File: config.mk
export PLATFORM = sky130hd
export DESIGN_NAME = pulse_count_led_dimmer
export DESIGN_NICKNAME = d
export VERILOG_FILES = /design/src/hw/dimmer_pkg.sv /design/src/hw/pulse_count_led_dimmer.sv
export SDC_FILE = /design/constraint.sdc
export NUM_CORES = 1
export LEC_CHECK = 0
export ABC_AREA = 0
export BUFFER_PORTS_ARGS = -buffer_cell sky130_fd_sc_hd__buf_2
export CORE_ASPECT_RATIO = 0.6
export CORE_MARGIN = 1
export CORE_UTILIZATION = 41
export CTS_BUF_LIST = sky130_fd_sc_hd__clkbuf_2
export DETAILED_ROUTE_END_ITERATION = 12
export HOLD_SLACK_MARGIN = 0.05
export PLACE_DENSITY = 0.67
export RECOVER_POWER = 50
export SLEW_MARGIN = 40
export SYNTH_ARGS = -nofsm -noshare
export SYNTH_HDL_FRONTEND = slang
export SYNTH_SLANG_ARGS = --single-unit
File: constraint.sdc
create_clock -name core_clk -period 4 [get_ports core_clk]
set_clock_uncertainty 0.15 [all_clocks]
set_input_delay 0.4 -clock core_clk [delete_from_list [all_inputs] [get_ports core_clk]]
set_output_delay 0.4 -clock core_clk [all_outputs]
set_load 0.05 [all_outputs]
File: src/hw/dimmer_pkg.sv
// shared constants and carrier types for the pulse-count led dimmer
package dimmer_pkg;
  localparam int unsigned CLK_HZ          = 50_000_000;
  localparam int unsigned CLK_PERIOD_NS   = 20;
  // least pulse low time in ns, rounded up to cycles
  localparam int unsigned MIN_LOW_NS      = 200;
  localparam int unsigned MIN_LOW_CYC     =
    (MIN_LOW_NS + CLK_PERIOD_NS - 1) / CLK_PERIOD_NS;
  // longest pulse low time in us, rounded down to cycles
  localparam int unsigned MAX_LOW_US      = 100;
  localparam int unsigned MAX_LOW_CYC     = MAX_LOW_US * 1000 / CLK_PERIOD_NS;
  // shutdown timeout in ms, rounded down to cycles
  localparam int unsigned SHDN_MS         = 30;
  localparam int unsigned SHDN_CYC        = SHDN_MS * 50_000;
  localparam int unsigned LEVELS          = 32;
  localparam int unsigned CH_NUM          = 6;
  localparam int unsigned FULL_SCALE_UA   = 25000;
  localparam logic [4:0]  COUNT_RESET     = 5'h00;
  localparam int unsigned TMR_W           = 21;

  typedef enum logic [1:0] {
    ST_OFF,
    ST_HIGH,
    ST_LOW
  } dim_state_t;

  // whole state of the dimmer core
  typedef struct packed {
    dim_state_t           st;
    logic [4:0]           count;
    logic [TMR_W-1:0]     low_tmr;
    logic [1:0]           dim_sync;
    logic [1:0]           duty_sync;
    logic [1:0]           ovp_sync;
    logic [CH_NUM-1:0]    open_sync0;
    logic [CH_NUM-1:0]    open_sync1;
    logic [CH_NUM-1:0]    short_sync0;
    logic [CH_NUM-1:0]    short_sync1;
    logic [CH_NUM-1:0]    ch_on;
    logic [4:0]           level;
    logic                 active;
    logic                 pump_restart;
  } dim_core_t;

  // per-channel detection inputs
  typedef struct packed {
    logic [CH_NUM-1:0] open_det;
    logic [CH_NUM-1:0] short_det;
  } led_det_t;
endpackage : dimmer_pkg

File: src/hw/pulse_count_led_dimmer.sv
// pulse-count dimming core with shutdown, duty gating and protection
`timescale 1ns/1ps
`default_nettype none

// Functional notes
// - start at count zero, full scale
// - current scales as (32 minus count)/32
// - each valid rising edge lowers one step
// - pulse after 31 wraps to full scale
// - narrow low glitches do not count
// - overlong low time ends in shutdown
// - low over 30 ms forces zero-current shutdown
// - dimming input enables and sets level
// - level follows count since enable
// - duty input used purely as logic level
// - pump overvoltage resets logic and pump mode
// - open/short detection always on, disables channel
// - duty high gives level, low gives zero
// - first rising edge from shutdown sets full scale
module pulse_count_led_dimmer
  import dimmer_pkg::*;
#(
  parameter int unsigned SHDN_CYCLES = SHDN_CYC  // shutdown timeout count
) (
  input  wire logic              core_clk,       // 50 MHz core clock
  input  wire logic              srst,           // sync reset, high
  input  wire logic              dim_pulse_input,// one-wire dim pin
  input  wire logic              duty_in,        // duty-cycle gate pin
  input  wire logic              pump_ovp,       // pump_output above 6 V
  input  wire led_det_t          led_det,        // open/short flags
  output logic [CH_NUM-1:0]      ch_enable,      // per-channel drive on
  output logic [4:0]             dim_level,      // 31 - count code
  output logic [4:0]             pulse_count,    // pulses since enable
  output logic                   device_active,  // out of shutdown
  output logic                   pump_restart    // pump mode re-eval
);

  dim_core_t s_reg;   // registered state
  dim_core_t s_next;  // next state

  // level code: 31 is full scale, 0 is 1/32
  function automatic logic [4:0] level_of(input logic [4:0] cnt);
    level_of = 5'h1F - cnt;
  endfunction : level_of

  logic dim_s;    // synchronised dimming level
  logic duty_s;   // synchronised duty level
  logic ovp_s;    // synchronised overvoltage flag
  logic low_min;  // low interval long enough to count
  logic low_max;  // low interval past shutdown limit
  logic [CH_NUM-1:0] ch_ok; // channel not open or shorted

  assign dim_s  = s_reg.dim_sync[1];
  assign duty_s = s_reg.duty_sync[1];
  assign ovp_s  = s_reg.ovp_sync[1];
  // timer holds cycles already spent low, so the rise
  // edge compares against the count minus one
  // interval thresholds from timer
  assign low_min = s_reg.low_tmr >= TMR_W'(MIN_LOW_CYC - 1);
  assign low_max = s_reg.low_tmr >= TMR_W'(SHDN_CYCLES - 1);
  // per-channel fault gate, one copy each
  for (genvar g = 0; g < CH_NUM; g++) begin : g_ch_ok
    // either fault flag keeps this channel dark
    assign ch_ok[g] = ~(s_reg.open_sync1[g] | s_reg.short_sync1[g]);
  end

  // next-state logic
  always_comb begin
    s_next = s_reg;
    // two-flop synchronisers for every pin input
    // costs two cycles of latency on every pin edge
    s_next.dim_sync    = {s_reg.dim_sync[0], dim_pulse_input};
    s_next.duty_sync   = {s_reg.duty_sync[0], duty_in};
    s_next.ovp_sync    = {s_reg.ovp_sync[0], pump_ovp};
    s_next.open_sync0  = led_det.open_det;
    s_next.open_sync1  = s_reg.open_sync0;
    s_next.short_sync0 = led_det.short_det;
    s_next.short_sync1 = s_reg.short_sync0;
    // restart flag is a one-cycle pulse by default
    s_next.pump_restart = 1'b0;
    unique case (s_reg.st)
      ST_OFF: begin
        s_next.low_tmr = '0;
        if (dim_s) begin
          s_next.st    = ST_HIGH;
          s_next.count = COUNT_RESET;
        end
      end
      ST_HIGH: begin
        // cleared so every low interval starts from zero
        s_next.low_tmr = '0;
        if (!dim_s) begin
          s_next.st = ST_LOW;
        end
      end
      ST_LOW: begin
        if (!low_max) begin
          s_next.low_tmr = s_reg.low_tmr + TMR_W'(1);
        end
        if (low_max) begin
          s_next.st    = ST_OFF;
          s_next.count = COUNT_RESET;
        end else if (dim_s) begin
          s_next.st = ST_HIGH;
          if (low_min) begin
            // one step down per rising edge
            // five-bit count wraps 31 to 0
            s_next.count = s_reg.count + 5'h01;
          end
        end
      end
    endcase
    // pin level picks the restart state, so a high pin
    // resumes at full scale without waiting for an edge
    // overvoltage resets control and pump mode
    if (ovp_s) begin
      s_next.st           = dim_s ? ST_HIGH : ST_OFF;
      s_next.count        = COUNT_RESET;
      s_next.low_tmr      = '0;
      s_next.pump_restart = 1'b1;
    end
    s_next.active = (s_next.st != ST_OFF);
    s_next.level  = level_of(s_next.count);
    // duty only as a logic level
    s_next.ch_on  = (s_next.active && duty_s) ? ch_ok : '0;
  end

  // state register
  always_ff @(posedge core_clk) begin
    if (srst) begin
      s_reg         <= '0;
      s_reg.st      <= ST_OFF;
      s_reg.count   <= COUNT_RESET;
      // level code uses the same mapping as at run time
      s_reg.level   <= level_of(COUNT_RESET);
    end else begin
      s_reg <= s_next;
    end
  end

  assign ch_enable     = s_reg.ch_on;
  assign dim_level     = s_reg.level;
  assign pulse_count   = s_reg.count;
  assign device_active = s_reg.active;
  assign pump_restart  = s_reg.pump_restart;
endmodule : pulse_count_led_dimmer
`default_nettype wire

==> results by group <==
Yosys
  – Sequential share of the synthesized area: 48.6%
  – Post-synth top area share: 48.6%
  – Warnings, synthesis: 0
  – Top_reg_cell synth: dfxtp_1
  – Unique masters post-synth: 50
  – Post-synth EDFFs: 0
  – Synth Cell Area: 2930 µm²
  – Syn Inst Count: 304
  – Post-synth ARST share: 0%
  – Post-synthesis average cell area: 9.63 µm²
  – Number of synthesized register bits: 71
  – Synth area leaders: dfxtp_1 (49%), nor2b_1 (6.6%), xnor2_1 (4.2%), buf_4 (4.1%), nor2_1 (3.2%)
  – Post-Syn Nets: 327
  – Cell taking the most area after synthesis: dfxtp_1

Power and ir drop
  – Power per cell area: 423 nW/µm²
  – Pleak: 1.20 nW
  – Overall power: 1.41 mW
  – VDD IR max: 0.323 mV

Floorplan
  – Die Y: 67.4 µm
  – Io pins: 35
  – Rows: 23
  – Core area: 6790 µm²
  – Die Area: 7490 µm²
  – Die width: 111 µm
  – Initial core utilization: 43.1%

Layout
  – Util after Layout: 49.3%
  – Register Area: 1420 µm²
  – Antenna Cells: 0
  – Share of layout cells above drive strength 1: 14.3%
  – Largest register FFs: 35
  – Area occupied by multi-input gates: 1300 µm²
  – # fillers: 649
  – Layout area overhead: 14.3%
  – Nets: 361

Placement
  – Placer Congestion: 0.826
  – Post-DP HPWL: 3640 µm
  – I/O Buffers: 34

STA
  – Worst slew pin tran: 0.644 ns
  – Hold Fails Final Rpt: 0
  – RSZ-0062 raised after global routing: false
  – Final Setup Violations: 0
  – Rel. slew slack: 57.0%
  – Max Freq: 388 MHz
  – Fin crit share: 64.5%
  – Setup TNS: 0 ns
  – Worst hold slack: 0.176 ns
  – Slew Limit Fails: 0
  – Min Tclk post-route: 2.58 ns

Global route
  – Met3 Track Usage GR: 7.09%
  – Global-route wire length before repair: 9180 µm
  – Routing usage on met2: 22.6%
  – Grt met1 use: 22.0%
  – GRT overflow: 0
  – Initial antenna violation count: 0
  – All-layer global routing usage: 16.2%
  – Busiest grt layer: met2
  – Largest net degree at the start of global routing: 34
  – Number of global-route vias before repair: 1929

Flow run
  – MaxCap Viol Count: 0

CTS
  – H-Tree Depth: 3
  – Clock Latency Late Sink: 0.54 ns
  – Max Buffers Root-to-Sink: 2
  – CTS Buf Count: 9
  – CTS tree: done
  – Clock transition at path regs: 0.19 ns
  – Clk sinks: 71
  – Root buf cell: clkbuf_2

Setup path
  – Worst setup EP type: flop
  – Worst setup path end: ch_enable[2]
  – Critical path fanouts, max: 24
  – Critical Path Source Type: flop
  – Reg2reg start: s_reg[58]
  – Worst setup path startpoint: s_reg[58]
  – Reg2reg path depth: 6
  – Data required time of the critical path: 4.27 ns
  – WS Path Type: reg -> reg
  – CP arrival: 2.85 ns
  – Reg2reg setup slack: 1.42 ns
  – Capturing point of the worst reg2reg path: ch_enable[2]

Detailed routing
  – Number of nets with antenna violations after routing: 0
  – DR iter-0 viols: 147
  – Via count: 2143
  – DRC errors left: 6
  – Detailed Route WL: 5600 µm
  – Drt first pass iters: 8
  – Via density per instance: 4.98
  – Drt wl/cell: 13.0 µm

Outcome
  – Status: complete, but fails checks
  – Failing checks: DRC

Worst hold path
  – Worst hold path type: in -> reg
-- cell usage in the layout (no fill, tap or decap), types with 7 or more instances in the layout --
master,n
dfxtp_1,71
nor2b_1,31
nor2_1,25
buf_2,21
nand2_1,15
dlygate4sd3_1,15
xnor2_1,14
clkbuf_1,13
nand3_1,12
nor3_1,11
o21ai_0,9
clkbuf_2,9
a21oi_1,8
and2_1,7
-- worst max-delay path, cell delays in order, from the launching register on --
cell and delay (ns):
dfxtp_1 0.47, nand2_1 0.08, or4_4 0.53, a21oi_4 0.53
o211ai_1 0.23, a21oi_2 0.37, nor4b_1 0.10
-- layer usage --
layer	part of all wire, %	wire [µm]
met2	40	2260
met4	1.3	72
met5	0	0
met3	4.5	250
met1	54	3020
-- logic make-up (layout without fill, tap and decap cells) --
family | Yosys count | after routing | share of synthesized area [%]
AND/OR/NAND/NOR | 134 | 134 | 25.9
flip-flops | 71 | 71 | 48.6
XOR/XNOR | 15 | 15 | 4.49
multiplexers | 3 | 3 | 1.07
adder cells (fa/ha/maj) | 6 | 6 | 2.57
AO/OA/AOI/OAI | 42 | 42 | 10.5
buffers and inverters | 33 | 72 | 6.97
-- layout make-up --
class                           count  share of cell area [%]
Clock buffer                        9                    1.35
Clock inverter                      7                    4.04
Inverter                            6                   0.673
Multi-Input combinational cell    200                    38.9
Sequential cell                    71                    42.5
Tap cell                           87                    3.25
Timing Repair Buffer               50                    9.31
-- synth_stat cells (2+ instances only) --
cell type and n:
dfxtp_1 71, nor2b_1 31, nor2_1 25, buf_4 16
nand2_1 15, xnor2_1 14, nand3_1 12, nor3_1 11
o21ai_0 9, a21oi_1 8, and2_1 7, ha_1 6
inv_1 6, nor4b_1 6, and3_1 5, clkbuf_1 5
nand4_1 5, buf_2 4, nor4_1 4, or3_1 4
a31oi_1 3, o21a_1 3, a31o_2 2, buf_6 2
mux2i_1 2, nor3b_1 2, nor4_2 2, o2111ai_1 2
-- worst min-delay path by stage --
stage	startpoint	to	slack, ns	cells past startpoint
floorplan	s_reg[13]	ch_enable[0]	0.22	1
global placement	s_reg[18]	ch_enable[5]	0.23	1
detailed placement	s_reg[14]	ch_enable[1]	0.23	1
CTS	srst	s_reg[17]	0.15	2
global route	srst	s_reg[17]	0.17	2
finish	srst	s_reg[30]	0.18	2
-- repair_timing --
| item | 4_1_cts | 5_1_grt |
|---|---|---|
| hold buffers | 15 | 0 |
| resized for setup | 0 | 0 |
| endpoints found under the setup margin | 0 | 0 |
| endpoints found under the hold margin | 15 | 0 |
| setup buffers | 0 | 0 |
-- per-stage QoR --
stage	cell area [µm²]	std cells	setup slack [ns]
after floorplan	2930	304	1.92
after global placement	3030	399	1.55
after detailed placement	3030	399	1.49
after CTS	3360	430	1.41
after global routing	3350	430	1.18
final	3350	430	1.42
-- report_power, final --
part | leakage [nW] | switching (mW) | internal, mW
registers | 0.579 | 0.00840 | 0.729
logic | 0.524 | 0.0551 | 0.0404
clock network | 0.0972 | 0.254 | 0.328
No activity file was read; power rests on OpenSTA's default activity.
